File: config.mk
export PLATFORM = sky130hd
export DESIGN_NAME = smpm_pin_mux
export DESIGN_NICKNAME = d
export VERILOG_FILES = /design/src/shared/smpm_pkg.sv /design/src/core/smpm_pin_mux.sv /design/src/core/smpm_sync.sv
export SDC_FILE = /design/constraint.sdc
export NUM_CORES = 1
export LEC_CHECK = 0
export BUFFER_PORTS_ARGS = -buffer_cell sky130_fd_sc_hd__clkbuf_2
export CORE_AREA = 2 2 136 138
export CTS_CLUSTER_DIAMETER = 150
export CTS_CLUSTER_SIZE = 14
export DETAILED_ROUTE_END_ITERATION = 8
export DIE_AREA = 0 0 138 140
export MAX_ROUTING_LAYER = met4
export PLACE_DENSITY = 0.78
export SLEW_MARGIN = 20
export SYNTH_ARGS = -nofsm -noshare
export SYNTH_HDL_FRONTEND = slang
export SYNTH_SLANG_ARGS = --single-unit
File: constraint.sdc
create_clock -name ref_clk -period 1.85 [get_ports ref_clk]
set_clock_uncertainty 0.05 [all_clocks]
set_input_delay 0.2775 -clock ref_clk [delete_from_list [all_inputs] [get_ports ref_clk]]
set_output_delay 0.2775 -clock ref_clk [all_outputs]
set_load 0.05 [all_outputs]
File: src/shared/smpm_pkg.sv
/*
  Constants, line positions and carrier types for the storage media pin mux.
  Assumes a single ref_clk domain; the pin level is resolved by the testbench.
*/
package smpm_pkg;

  // bus sizes and package-dependent sharing with the sdram data pins
  localparam int FM_PINS   = 20;
  localparam int LOG_W     = 30;
  localparam int MD_W      = 16;
  localparam int CPU_W     = 8;
  localparam int SMALL_BOND = 8;
  localparam int SMALL_MD_BASE = 8;
  localparam int SMALL_MD_CNT  = 12;
  localparam int LARGE_MD_BASE = 20;
  localparam int LARGE_MD_CNT  = 10;

  // nand and removable nand card
  localparam int NAND_D0 = 12, NAND_WE = 11, NAND_RE = 10, NAND_WP = 9, NAND_CLE = 8;
  localparam int NAND_ALE = 4, NAND_RDY = 1, NAND_CE = 0;
  localparam int SMC_RDY = 6, SMC_CD1 = 5, SMC_CE = 2;
  localparam int NAND_DW = 8;

  // card in spi mode
  localparam int SPI_SO = 8, SPI_SI = 7, SPI_WP = 6, SPI_RST = 5, SPI_SCK = 4;
  localparam int SPI_RDY = 3, SPI_CS = 2;

  // sd card
  localparam int SD_D0 = 8, SD_CLK = 3, SD_CMD = 2, SD_DW = 4;

  // compactflash, memory and ide modes share one placement
  localparam int CF_A0 = 11, CF_A1 = 12, CF_A2 = 13, CF_RD = 10, CF_WR = 9, CF_RST = 8;
  localparam int CF_RDY = 7, CF_WAIT = 6, CF_CD1 = 5, CF_CD2 = 4, CF_CS2 = 3, CF_CS1 = 2;
  localparam int CF_D0 = 14, CF_DW = 6;

  // serial flash
  localparam int SFL_SCK = 0, SFL_SIO = 1;

  // nor flash: address bit ADDR_LO+k sits on line NOR_A_LINE+k
  localparam int NOR_A_LINE = 3, NOR_ADDR_LO = 8, NOR_AW = 14;
  localparam int NOR_RST = 2, NOR_RDY = 1, NOR_CE = 0;
  localparam int ADDR_W = 22;

  typedef enum logic [3:0] {
    MED_NONE  = 4'h0,
    MED_NAND  = 4'h1,
    MED_SMC   = 4'h2,
    MED_SPI   = 4'h3,
    MED_SD    = 4'h4,
    MED_CFMEM = 4'h5,
    MED_CFIDE = 4'h6,
    MED_SFL   = 4'h7,
    MED_NOR   = 4'h8
  } smpm_media_e;

  typedef enum logic [1:0] {
    OWN_IDLE  = 2'h0,
    OWN_SDRAM = 2'h1,
    OWN_MEDIA = 2'h2
  } smpm_own_e;

  // signals from the media controller toward the pins
  typedef struct packed {
    logic [7:0]        dout;
    logic              doe;
    logic [ADDR_W-1:0] addr;
    logic              wr_n;
    logic              rd_n;
    logic              wp_n;
    logic              cle;
    logic              ale;
    logic              ce_n;
    logic              ce2_n;
    logic              rst_n;
    logic              sclk;
    logic              sdo;
    logic              cmd_out;
    logic              cmd_oe;
  } smpm_ctl_s;

  // signals sampled from the pins for the media controller
  typedef struct packed {
    logic [7:0] din;
    logic       rdy;
    logic       cd1;
    logic       cd2;
    logic       wait_n;
    logic       sdi;
    logic       cmd_in;
  } smpm_min_s;

endpackage

File: src/core/smpm_pin_mux.sv
/*
  Storage media pin mux: routes the shared media bus to the selected medium,
  falls back to gpio on unused lines, shares lines with sdram data, and sets
  the direction of the cpu high address port and the interrupt pin.
  Assumes configuration and controller signals come from ref_clk logic; all
  pin inputs are asynchronous and are synchronised here.
*/
`timescale 1ns/1ps
// Functional notes
// cpu high address port drives out with internal cpu, input with external cpu
// internal cpu mode: interrupt pin is input, forwarded as external interrupt
// external cpu mode: interrupt pin pulled low while internal interrupt pending
// one shared media bus; line function and direction follow selected medium
// lines unused by the selected medium serve as general purpose io
// small package: lines 19..8 unbonded, only modes on lines 7..0 usable
// sdram data shares media lines by package; accesses never overlap
// spi card clock supports mode 0 and mode 3 idle levels
// nand modes: data bit 0 on line 12, bits 1..7 on 13..19
// nand modes: write, read, protect strobes on 11,10,9; cle on 8
// nand mode: ale on 4, ready sampled on 1, chip enable on 0
// card nand mode: ready on 6, card detect on 5, chip enable on 2
// spi card: so 8, si 7, wp 6, rst 5, clk 4, ready 3, cs 2
// sd mode: data 3..0 on lines 11..8, clock on 3, command on 2
// cf memory: address 1,0,2 on 12,11,13; oe 10, we 9, rst 8, reg 3, ce 2
// both cf modes: data 0..5 on 14..19; rdy 7, wait 6, detects 5 and 4
// cf ide: read 10, write 9, cs2 on 3, cs1 on 2; rest as memory mode
// serial flash: clock on line 0, bidirectional data on line 1
// nor flash: address 17..8 on lines 12..3, 18..21 on 13..16
// nor flash: reset on 2, ready sampled on 1, chip enable on 0
// configuration selects exactly one medium and the cpu mode
// input lines have drivers off; bidirectional lines follow transfer direction
module smpm_pin_mux
  import smpm_pkg::*;
(
  // clock and reset
  input  wire logic              ref_clk,
  input  wire logic              sys_rst,
  // configuration
  input  wire smpm_media_e       media_sel,
  input  wire logic              cpu_ext_mode,
  input  wire logic              pkg_small,
  input  wire logic              spi_mode3,
  // media controller side
  input  wire smpm_ctl_s         media_ctl,
  input  wire logic              media_req,
  output smpm_min_s              media_in,
  output logic                   media_gnt,
  output smpm_media_e            media_act,
  // general purpose io on unused lines
  input  wire logic [LOG_W-1:0]  gpio_out,
  input  wire logic [LOG_W-1:0]  gpio_oe,
  output logic      [LOG_W-1:0]  gpio_in,
  // sdram data side
  input  wire logic              sdram_req,
  input  wire logic [MD_W-1:0]   sdram_dout,
  input  wire logic              sdram_doe,
  output logic                   sdram_gnt,
  output logic      [MD_W-1:0]   sdram_din,
  // cpu port and interrupts
  input  wire logic [CPU_W-1:0]  cpu_addr_hi,
  input  wire logic              core_irq,
  output logic      [CPU_W-1:0]  cpu_addr_hi_ext,
  output logic                   ext_irq_to_cpu,
  // media bus pins
  input  wire logic [FM_PINS-1:0] fm_pin_in,
  output logic      [FM_PINS-1:0] fm_pin_out,
  output logic      [FM_PINS-1:0] fm_pin_oe,
  // sdram data pins
  input  wire logic [MD_W-1:0]   md_pin_in,
  output logic      [MD_W-1:0]   md_pin_out,
  output logic      [MD_W-1:0]   md_pin_oe,
  // cpu high address port and interrupt pin
  input  wire logic [CPU_W-1:0]  cpu_high_addr_port_in,
  output logic      [CPU_W-1:0]  cpu_high_addr_port_out,
  output logic      [CPU_W-1:0]  cpu_high_addr_port_oe,
  input  wire logic              irq_pin_in,
  output logic                   irq_pin_out,
  output logic                   irq_pin_oe
);

  localparam int SYNC_W = FM_PINS + MD_W + CPU_W + 1;

  logic [SYNC_W-1:0]  sync_bus;
  logic [FM_PINS-1:0] fm_sync;
  logic [MD_W-1:0]    md_sync;
  logic [CPU_W-1:0]   cpu_sync;
  logic               irq_sync;

  smpm_sync #(
    .W (SYNC_W)
  ) u_sync (
    .ref_clk  (ref_clk),
    .sys_rst  (sys_rst),
    .async_in ({fm_pin_in, md_pin_in, cpu_high_addr_port_in, irq_pin_in}),
    .sync_out (sync_bus)
  );

  assign {fm_sync, md_sync, cpu_sync, irq_sync} = sync_bus;

  smpm_media_e        mode;
  smpm_own_e          own_ff;
  smpm_own_e          nxt_own;
  logic [LOG_W-1:0]   log_in;
  logic [LOG_W-1:0]   lo;
  logic [LOG_W-1:0]   le;
  smpm_min_s          nxt_min;
  logic               spi_sck;

  // unknown codes select no medium, so exactly one placement is ever active
  always_comb
  begin
    case (media_sel)
      MED_NONE, MED_NAND, MED_SMC, MED_SPI, MED_SD,
      MED_CFMEM, MED_CFIDE, MED_SFL, MED_NOR: mode = media_sel;
      default: mode = MED_NONE;
    endcase
    // only serial flash fits the bonded low lines of the small package
    if (pkg_small && (mode != MED_SFL))
      mode = MED_NONE;
  end

  // idle level of the clock between frames selects mode 0 or mode 3
  assign spi_sck = media_ctl.ce_n ? spi_mode3 : media_ctl.sclk;

  // logical line inputs, gathered from the bonded pins of this package
  always_comb
  begin
    log_in = '0;
    for (int k = 0; k < FM_PINS; k++)
    begin
      if (pkg_small && (k >= SMALL_BOND))
        log_in[k] = md_sync[k - SMALL_MD_BASE];
      else
        log_in[k] = fm_sync[k];
    end
    if (!pkg_small)
    begin
      for (int k = 0; k < LARGE_MD_CNT; k++)
        log_in[LARGE_MD_BASE + k] = md_sync[k];
    end
  end

  // per-medium placement; gpio keeps every line the medium leaves free
  always_comb
  begin
    lo = gpio_out;
    le = gpio_oe;
    nxt_min = '0;
    case (mode)
      MED_NAND, MED_SMC:
      begin
        for (int i = 0; i < NAND_DW; i++)
        begin
          lo[NAND_D0 + i] = media_ctl.dout[i];
          le[NAND_D0 + i] = media_ctl.doe;
          nxt_min.din[i] = log_in[NAND_D0 + i];
        end
        lo[NAND_WE] = media_ctl.wr_n;
        le[NAND_WE] = 1'b1;
        lo[NAND_RE] = media_ctl.rd_n;
        le[NAND_RE] = 1'b1;
        lo[NAND_WP] = media_ctl.wp_n;
        le[NAND_WP] = 1'b1;
        lo[NAND_CLE] = media_ctl.cle;
        le[NAND_CLE] = 1'b1;
        lo[NAND_ALE] = media_ctl.ale;
        le[NAND_ALE] = 1'b1;
        if (mode == MED_NAND)
        begin
          le[NAND_RDY] = 1'b0;
          nxt_min.rdy = log_in[NAND_RDY];
          lo[NAND_CE] = media_ctl.ce_n;
          le[NAND_CE] = 1'b1;
        end
        else
        begin
          le[SMC_RDY] = 1'b0;
          nxt_min.rdy = log_in[SMC_RDY];
          le[SMC_CD1] = 1'b0;
          nxt_min.cd1 = log_in[SMC_CD1];
          lo[SMC_CE] = media_ctl.ce_n;
          le[SMC_CE] = 1'b1;
        end
      end
      MED_SPI:
      begin
        lo[SPI_SO] = media_ctl.sdo;
        le[SPI_SO] = 1'b1;
        le[SPI_SI] = 1'b0;
        nxt_min.sdi = log_in[SPI_SI];
        lo[SPI_WP] = media_ctl.wp_n;
        le[SPI_WP] = 1'b1;
        lo[SPI_RST] = media_ctl.rst_n;
        le[SPI_RST] = 1'b1;
        lo[SPI_SCK] = spi_sck;
        le[SPI_SCK] = 1'b1;
        le[SPI_RDY] = 1'b0;
        nxt_min.rdy = log_in[SPI_RDY];
        lo[SPI_CS] = media_ctl.ce_n;
        le[SPI_CS] = 1'b1;
      end
      MED_SD:
      begin
        for (int i = 0; i < SD_DW; i++)
        begin
          lo[SD_D0 + i] = media_ctl.dout[i];
          le[SD_D0 + i] = media_ctl.doe;
          nxt_min.din[i] = log_in[SD_D0 + i];
        end
        lo[SD_CLK] = media_ctl.sclk;
        le[SD_CLK] = 1'b1;
        lo[SD_CMD] = media_ctl.cmd_out;
        le[SD_CMD] = media_ctl.cmd_oe;
        nxt_min.cmd_in = log_in[SD_CMD];
      end
      MED_CFMEM, MED_CFIDE:
      begin
        lo[CF_A0] = media_ctl.addr[0];
        lo[CF_A1] = media_ctl.addr[1];
        lo[CF_A2] = media_ctl.addr[2];
        lo[CF_RD] = media_ctl.rd_n;
        lo[CF_WR] = media_ctl.wr_n;
        lo[CF_RST] = media_ctl.rst_n;
        lo[CF_CS2] = media_ctl.ce2_n;
        lo[CF_CS1] = media_ctl.ce_n;
        le[CF_A0] = 1'b1;
        le[CF_A1] = 1'b1;
        le[CF_A2] = 1'b1;
        le[CF_RD] = 1'b1;
        le[CF_WR] = 1'b1;
        le[CF_RST] = 1'b1;
        le[CF_CS2] = 1'b1;
        le[CF_CS1] = 1'b1;
        for (int i = 0; i < CF_DW; i++)
        begin
          lo[CF_D0 + i] = media_ctl.dout[i];
          le[CF_D0 + i] = media_ctl.doe;
          nxt_min.din[i] = log_in[CF_D0 + i];
        end
        le[CF_RDY] = 1'b0;
        le[CF_WAIT] = 1'b0;
        le[CF_CD1] = 1'b0;
        le[CF_CD2] = 1'b0;
        nxt_min.rdy = log_in[CF_RDY];
        nxt_min.wait_n = log_in[CF_WAIT];
        nxt_min.cd1 = log_in[CF_CD1];
        nxt_min.cd2 = log_in[CF_CD2];
      end
      MED_SFL:
      begin
        lo[SFL_SCK] = media_ctl.sclk;
        le[SFL_SCK] = 1'b1;
        lo[SFL_SIO] = media_ctl.sdo;
        le[SFL_SIO] = media_ctl.doe;
        nxt_min.sdi = log_in[SFL_SIO];
      end
      MED_NOR:
      begin
        for (int k = 0; k < NOR_AW; k++)
        begin
          lo[NOR_A_LINE + k] = media_ctl.addr[NOR_ADDR_LO + k];
          le[NOR_A_LINE + k] = 1'b1;
        end
        lo[NOR_RST] = media_ctl.rst_n;
        le[NOR_RST] = 1'b1;
        le[NOR_RDY] = 1'b0;
        nxt_min.rdy = log_in[NOR_RDY];
        lo[NOR_CE] = media_ctl.ce_n;
        le[NOR_CE] = 1'b1;
      end
      default:
      begin
        lo = gpio_out;
        le = gpio_oe;
      end
    endcase
  end

  // shared lines change owner only through an idle cycle with all drivers off
  always_comb
  begin
    nxt_own = own_ff;
    case (own_ff)
      OWN_IDLE:
      begin
        if (sdram_req)
          nxt_own = OWN_SDRAM;
        else if (media_req)
          nxt_own = OWN_MEDIA;
      end
      OWN_SDRAM:
        if (!sdram_req)
          nxt_own = OWN_IDLE;
      OWN_MEDIA:
        if (!media_req)
          nxt_own = OWN_IDLE;
      default: nxt_own = OWN_IDLE;
    endcase
  end

  always_ff @(posedge ref_clk)
  begin
    if (sys_rst)
    begin
      own_ff <= OWN_IDLE;
      sdram_gnt <= 1'b0;
      media_gnt <= 1'b0;
    end
    else
    begin
      own_ff <= nxt_own;
      sdram_gnt <= (nxt_own == OWN_SDRAM);
      media_gnt <= (nxt_own == OWN_MEDIA);
    end
  end

  // media bus pins; unbonded lines of the small package are never driven
  always_ff @(posedge ref_clk)
  begin
    if (sys_rst)
    begin
      fm_pin_out <= '0;
      fm_pin_oe <= '0;
    end
    else
    begin
      for (int k = 0; k < FM_PINS; k++)
      begin
        fm_pin_out[k] <= lo[k];
        fm_pin_oe[k] <= le[k] && !(pkg_small && (k >= SMALL_BOND));
      end
    end
  end

  // sdram data pins carry shared media lines only while media owns them
  always_ff @(posedge ref_clk)
  begin
    if (sys_rst)
    begin
      md_pin_out <= '0;
      md_pin_oe <= '0;
    end
    else
    begin
      for (int i = 0; i < MD_W; i++)
      begin
        md_pin_out[i] <= sdram_dout[i];
        md_pin_oe[i] <= (nxt_own == OWN_SDRAM) && sdram_doe;
        if (pkg_small && (i < SMALL_MD_CNT) && (nxt_own == OWN_MEDIA))
        begin
          md_pin_out[i] <= lo[SMALL_MD_BASE + i];
          md_pin_oe[i] <= le[SMALL_MD_BASE + i];
        end
        if (!pkg_small && (i < LARGE_MD_CNT) && (nxt_own == OWN_MEDIA))
        begin
          md_pin_out[i] <= lo[LARGE_MD_BASE + i];
          md_pin_oe[i] <= le[LARGE_MD_BASE + i];
        end
      end
    end
  end

  // sampled values toward the controllers
  always_ff @(posedge ref_clk)
  begin
    if (sys_rst)
    begin
      media_in <= '0;
      media_act <= MED_NONE;
      gpio_in <= '0;
      sdram_din <= '0;
    end
    else
    begin
      media_in <= nxt_min;
      media_act <= mode;
      gpio_in <= log_in;
      sdram_din <= md_sync;
    end
  end

  // cpu port and interrupt pin direction follow the processor mode
  always_ff @(posedge ref_clk)
  begin
    if (sys_rst)
    begin
      cpu_high_addr_port_out <= '0;
      cpu_high_addr_port_oe <= '0;
      cpu_addr_hi_ext <= '0;
      irq_pin_out <= 1'b0;
      irq_pin_oe <= 1'b0;
      ext_irq_to_cpu <= 1'b0;
    end
    else
    begin
      cpu_high_addr_port_out <= cpu_addr_hi;
      cpu_high_addr_port_oe <= {CPU_W{!cpu_ext_mode}};
      cpu_addr_hi_ext <= cpu_ext_mode ? cpu_sync : '0;
      irq_pin_out <= 1'b0;
      // open-drain style: only ever pulls the pin low
      irq_pin_oe <= cpu_ext_mode && core_irq;
      ext_irq_to_cpu <= !cpu_ext_mode && !irq_sync;
    end
  end

endmodule

File: src/core/smpm_sync.sv
/*
  Two-stage synchroniser for a group of pin inputs.
  Assumes the inputs are asynchronous to ref_clk and reset is synchronous.
*/
`timescale 1ns/1ps
module smpm_sync #(
  parameter int W = 1
) (
  // clock and reset
  input  wire logic         ref_clk,
  input  wire logic         sys_rst,
  // asynchronous in, synchronised out
  input  wire logic [W-1:0] async_in,
  output logic      [W-1:0] sync_out
);

  logic [W-1:0] meta_ff;
  logic [W-1:0] sync_ff;

  // the first stage feeds only the second stage
  always_ff @(posedge ref_clk)
  begin
    if (sys_rst)
    begin
      meta_ff <= '0;
      sync_ff <= '0;
    end
    else
    begin
      meta_ff <= async_in;
      sync_ff <= meta_ff;
    end
  end

  assign sync_out = sync_ff;

endmodule

==> results of run 1 <==
-- through the flow --
step	worst slack (ns)	util [%]
after global routing	0.0282	66.9
after global placement	-0.0382	58.3
after detailed placement	-0.0860	58.3
final	0.145	66.9
after CTS	0.0351	66.8
after floorplan	0.213	-
-- sequential cells by signal, indices dropped and copies added, names as in the netlist --
name                    flops
u_sync.sync_out            45
md_pin_oe                  13
cpu_addr_hi_ext             8
media_act                   4
sdram_din                  16
fm_pin_oe                  20
cpu_high_addr_port_out      8
fm_pin_out                 20
u_sync.meta_ff             45
md_pin_out                 16
ext_irq_to_cpu              1
media_gnt                   1
gpio_in                    30
media_in                   14
irq_pin_oe                  1
sdram_gnt                   1
own_ff                      2
cpu_high_addr_port_oe       1
-- repair_timing --
action                     in CTS  in global routing
setup endpoints to repair       0                  2
resized for setup               0                  3
hold endpoints to repair       94                  0
hold buffers                   96                  0
-- tightest hold or removal path: cells and delay by family --
family	cells	cell delay, ns
buf+inv	1	0.09
compound gates	1	0.05
simple gates	1	0.09
-- cell usage after synthesis (7+ instances only) --
cell / count
dfxtp_1: 246
nor2b_1: 136
nor2_1: 47
and2_1: 38
nand2_1: 33
a21oi_1: 29
clkbuf_1: 25
mux2i_1: 25
a211oi_1: 16
buf_2: 14
buf_4: 14
a222oi_1: 11
o21ai_0: 9
o221a_2: 7
-- cell families after synthesis --
logic type	Yosys count
other	1
DFF	246
buffers and inverters	66
muxes	27
AOI/OAI and AO/OA	125
xor gates and xnor gates	4
and+or+nand+nor	298
-- layer usage --
metal	GRT usage [%]	vias up	part of all wire, %
li1	-	3479	-
met1	29.1	3281	38
met2	48.0	312	52
met3	6.32	60	7.5
met4	9.34	0	2.8
met5	-	-	0
-- power by group through the flow --
stage / Combinational, mW / Clock, mW / Sequential (mW)
after detailed placement: 1.60 / 0 / 5.73
after global placement: 1.59 / 0 / 5.73
after global routing: 1.89 / 4.07 / 5.63
final: 1.78 / 3.80 / 5.61
after floorplan: 0.539 / 0 / 6.23
after CTS: 1.77 / 3.87 / 5.61
-- final timing paths --
kind                            cells past startpoint  slack (ns)          startpoint             end
worst max-delay path                                8        0.15        media_sel[0]   fm_pin_out[1]
worst min-delay path                                3        0.02       sdram_dout[0]   md_pin_out[0]
worst max register to register                      5        0.27           own_ff[1]   md_pin_oe[10]
worst min register to register                      1        0.35  u_sync.sync_out[0]  ext_irq_to_cpu
-- final cells by class --
cell class	instances	area, sq um	area share [%]
inverters	6	22.5	0.189
diodes	2	5.00	0.0421
flip-flops and latches	246	4920	41.4
clock buffers	21	526	4.42
clock inverters	2	17.5	0.147
multi-input cells	455	2980	25.1
well taps	229	287	2.41
repair buffers	493	3130	26.3
==> flow_summary_export.csv, run 1 <==
group,metric,value,unit
yosys,yosysSeqAreaShare,59.9,%
yosys,synth_area_leaders,"dfxtp_1 60%, nor2b_1 10%, mux2i_1 3.0%, and2_1 2.9%, nor2_1 2.1%",
critical_path,critPathBufInv,4,
yosys,synth_top_family_by_area,"simple AND/OR/NAND/NOR gates",
clocking,clockRootBuffer,"clkbuf_16",
clocking,cts_setup_buffers,0,
yosys,synth.distinct_cells,62,
clocking,cts_tree,"yes",
grt,grt_max_degree,75,
clocking,cts_buffers,21,
power,p_int,8.22,mW
power,power.total,11.2,mW
critical_path,setup.worst_path.class,"primary input to flop",
detailed_routing,postRouteAntennaNets,0,
detailed_routing,via_count,7132,
die,core_area,0.0178,sq mm
status,status,"finished clean",
yosys,synthAdderAreaFrac,0,%
timing,hold_viol_final,0,
timing,setup-tns-final,0,ns
critical_path,worst_path_dominant_cell_family,"buffers and inverters",
timing,max_slew_margin,55.8,%
yosys,avgSynthCellArea,10.7,sq um
finish,fillerInstances,1373,
grt,antenna_found_initial,2,
yosys,synth_flop_cell,"dfxtp_1",
critical_path,cp_slowest_cell,"dlygate4sd3_1",
place,dpl-instance-area,0.0104,sq mm
critical_path,cp_slowest_stage_delay,0.56,ns
die,fp-row-count,49,
timing,fin_hold_ws,0.0188,ns
critical_path,crit_chain,"clkbuf_2 > buf_4 > and2_1 > nand2_1 > buf_4 > mux2i_1 > dlygate4sd3_1 > nor2_1",
yosys,synth_top_area_cell,"dfxtp_1",
timing,final_max_slew_viol_count,0,
critical_path,worstSetupEndpointType,"flop",
critical_path,cp-start-kind,"primary input",
power,p_switching,2.98,mW
timing,finalSetupViolCount,0,
yosys,synth_edf_count,0,
finish,final_nets,1408,
detailed_routing,wire_per_inst,18.0,um
clocking,clkSinkCount,246,
timing,max_freq,587,MHz
yosys,synth_compound_area_share,11.5,%
power,ir_drop,0.000844,V
grt,grt_overflow,0,
critical_path,arrival,2.03,ns
detailed_routing,drt_first_pass_iters,5,
finish,area_delta_synth_final,44.6,%
grt,grt_pass1_wl,39.6,mm
yosys,postSynth.asyncResetShare,0,%
yosys,synthXorXnorAreaFrac,0.609,%
detailed_routing,drc,0,
power,pwr-share-seq,50.1,%
grt,first_global_vias,7267,
timing,tightest_slew,0.660,ns
grt,groute.usage.overall,26.8,%
die,die-area,0.0193,sq mm
yosys,yosys_warnings,0,
timing,fin_crit_sh,92.1,%
detailed_routing,postRouteWirelength,26.2,mm
yosys,syn-cell-area,0.00822,sq mm
job,cap_violations,0,
power,p_leak,5.59,nW
hold_path,hold_class,"primary input to flop",
die,start_util,46.2,%
critical_path,path_max_fanout,11,
timing,grt_setup_unrepaired,"no",
finish,finalInstanceArea,0.0119,sq mm
place,dp_hpwl,18.5,mm
clocking,cts.reportedPaths.clkPinSlew,0.07,ns
clocking,clk_latency,0.49,ns
clocking,clock_path_buffers,3,
power,clockPowerShare,33.9,%
critical_path,crit_required,2.18,ns
die,die_w,138,um
die,io_pins,350,
place,place.gp.congestion,0.888,
finish,layout_commonest_cell,"clkbuf_2",
yosys,synth_seq_cells,246,
detailed_routing,drt-initial-drc-count,381,
power,switching_share,26.6,%
power,p_per_area,942,mW/mm^2
power,combPwrFrac,15.9,%
detailed_routing,vias_per_cell,4.91,
yosys,yosysTopAreaCellShare,59.9,%
die,die_h,140,um
clocking,htreeDepth,1,
yosys,synth.area.mux_share,3.32,%
timing,fin_crit,1.70,ns
critical_path,crit_top_cell,"buf_4",
finish,mostFrequentLayoutCells,"342 x clkbuf_2, 246 x dfxtp_1, 136 x nor2b_1, 96 x dlygate4sd3_1, 51 x buf_4",
finish,layout.cells.non_filler,1454,
yosys,synth_nets,952,
yosys,synthCells,767,
finish,drive_gt1_share,36.1,%
yosys,yosys.area_share.simple,20.7,%
place,portBuffers,343,
place,dp.cells,1333,
No activity file was read; power rests on OpenSTA's default activity.
==> run 2, diff against run 1 <==
Settings changed: CORE_AREA 2 2 136 138 to default, CORE_UTILIZATION from default to 45, DIE_AREA 0 0 138 140 to default, PLACE_DENSITY 0.78 to 0.76.
==> run 2 against run 1 <==
Against the previous run: power increased by 0.20%; wire length fell by 2.7%; critical path type unchanged; cell count rose by 0.14%; largest power group unchanged; sequential power is essentially flat.
==> flow_summary_export.csv, run 2 (synthesized netlist as in run 1, its figures left out) <==
group,metric,value,unit
status,status,"finished clean",
critical_path,worstSetupEndpointType,"flop",
timing,grt_setup_unrepaired,"no",
clocking,clock_path_buffers,3,
critical_path,r2r-end,"md_pin_oe[10]",
clocking,clk_latency,0.49,ns
detailed_routing,wire_per_inst,17.5,um
hold_path,hold_class,"primary input to flop",
critical_path,worst_r2r_path_depth,5,
die,io_pins,350,
power,clockPowerShare,34.0,%
clocking,cts_tree,"yes",
grt,antenna_found_initial,1,
detailed_routing,postRouteWirelength,25.5,mm
timing,final_max_slew_viol_count,0,
finish,final_nets,1411,
critical_path,cp-startpoint,"media_sel[0]",
critical_path,crit_end,"fm_pin_out[7]",
timing,hold_viol_final,0,
grt,grt_overflow,0,
die,start_util,45.9,%
timing,max_freq,572,MHz
critical_path,cp-start-kind,"primary input",
timing,fin_crit_sh,94.5,%
clocking,htreeDepth,1,
detailed_routing,drt_first_pass_iters,8,
critical_path,cp_slowest_stage_delay,0.55,ns
detailed_routing,drt-initial-drc-count,319,
finish,fillerInstances,1416,
grt,grt_max_degree,60,
clocking,clkSinkCount,246,
detailed_routing,vias_per_cell,4.92,
finish,multi_input_area,0.00297,sq mm
critical_path,reg2reg_slack,0.25,ns
clocking,cts.reportedPaths.clkPinSlew,0.07,ns
finish,mostFrequentLayoutCells,"341 x clkbuf_2, 246 x dfxtp_1, 136 x nor2b_1, 100 x dlygate4sd3_1, 48 x buf_4",
job,cap_violations,0,
grt,groute.usage.overall,26.8,%
finish,register_area,0.00492,sq mm
timing,tightest_slew,0.543,ns
die,die_h,137,um
power,switching_share,26.7,%
finish,area_delta_synth_final,45.2,%
power,p_leak,5.61,nW
timing,max_slew_margin,63.8,%
timing,fin_hold_ws,0.0200,ns
timing,setup-tns-final,0,ns
clocking,cts_buffers,21,
place,portBuffers,343,
detailed_routing,drc,0,
finish,utilization,66.7,%
power,p_int,8.23,mW
detailed_routing,via_count,7168,
grt,grt_pass1_wl,37.0,mm
die,die-area,0.0188,sq mm
die,die_w,137,um
critical_path,cp_slowest_cell,"dlygate4sd3_1",
power,ir_drop,0.000725,V
place,dp_hpwl,18.0,mm
power,p_switching,2.99,mW
critical_path,arrival,2.14,ns
grt,first_global_vias,7106,
critical_path,crit_top_cell,"buf_4",
critical_path,setup.worst_path.class,"primary input to flop",
detailed_routing,postRouteAntennaNets,0,
critical_path,path_max_fanout,10,
timing,finalSetupViolCount,0,
power,pwr-share-seq,50.0,%
critical_path,r2r-start,"own_ff[1]",
critical_path,crit_chain,"clkbuf_2 > buf_4 > nor3_2 > and2_1 > buf_4 > nand2_1 > a21oi_1 > dlygate4sd3_1",
power,combPwrFrac,16.0,%
finish,layout_commonest_cell,"clkbuf_2",
power,p_per_area,940,mW/mm^2
timing,fin_crit,1.75,ns
place,place.gp.congestion,0.871,
critical_path,crit_required,2.24,ns
clocking,clockRootBuffer,"clkbuf_16",
die,core_area,0.0179,sq mm
die,fp-row-count,49,
finish,drive_gt1_share,35.9,%
-- run 2: cell types whose count changed in the layout (fill, tap and decap cells not counted), sizes merged --
cell,before,now
diode,2,1
buf,55,54
dlygate4sd3,96,100
-- run 2: what timing repair did --
action / CTS / global route
endpoints found under the setup margin: 0 / 1
gates resized for setup: 0 / 3
endpoints found under the hold margin: 97 / 0
hold buffers: 100 / 0
buffers inserted: 0 / 0
-- run 2: worst max-delay path, delay by kind of cell --
family | cells | cell delay (ns)
simple gates | 3 | 0.60
buf+inv | 4 | 1.15
compound gates | 1 | 0.12
-- run 2: through the flow --
step / total power [mW] / instance area, sq um / cells / worst slack (ns)
2_1_floorplan: 6.77 / 8220 / 767 / 0.213
3_3_place_gp: 7.31 / 10400 / 1332 / -0.0413
3_5_place_dp: 7.34 / 10400 / 1332 / -0.0815
4_1_cts: 11.3 / 11900 / 1455 / 0.102
5_1_grt: 11.6 / 11900 / 1456 / 0.0329
6_report: 11.2 / 11900 / 1456 / 0.101
-- run 2: routing by layer --
layer	routed length (um)	GRT usage (%)	vias up
met3	1890	6.44	61
li1	-	-	3490
met1	9840	28.8	3315
met4	853	10.9	0
met5	0	-	-
met2	12900	47.1	302
-- run 2: layout make-up --
cell class | count | share of cell area [%]
Sequential cell | 246 | 41.3
Timing Repair Buffer | 496 | 26.7
Multi-Input combinational cell | 455 | 24.9
Clock buffer | 21 | 4.40
Tap cell | 229 | 2.40
Inverter | 6 | 0.189
Clock inverter | 2 | 0.147
Antenna cell | 1 | 0.0210
-- run 2: power groups by stage --
stage	Clock [mW]	Combinational [mW]	Sequential, mW
floorplan	0	0.539	6.23
detailed placement	0	1.61	5.73
CTS	3.88	1.78	5.61
global placement	0	1.59	5.72
global route	4.09	1.91	5.63
finish	3.81	1.80	5.61
-- run 2: how the worst min path moves through the flow --
stage / from / to / slack (ns) / cells after the start
after floorplan: cpu_ext_mode / cpu_high_addr_port_oe[0] / 0.30 / 1
after global placement: u_sync.sync_out[0] / ext_irq_to_cpu / 0.33 / 1
after detailed placement: u_sync.sync_out[0] / ext_irq_to_cpu / 0.33 / 1
after CTS: sdram_dout[3] / md_pin_out[3] / 0.0009 / 3
after global routing: sdram_doe / md_pin_oe[12] / 0.02 / 3
final: sdram_dout[3] / md_pin_out[3] / 0.02 / 3
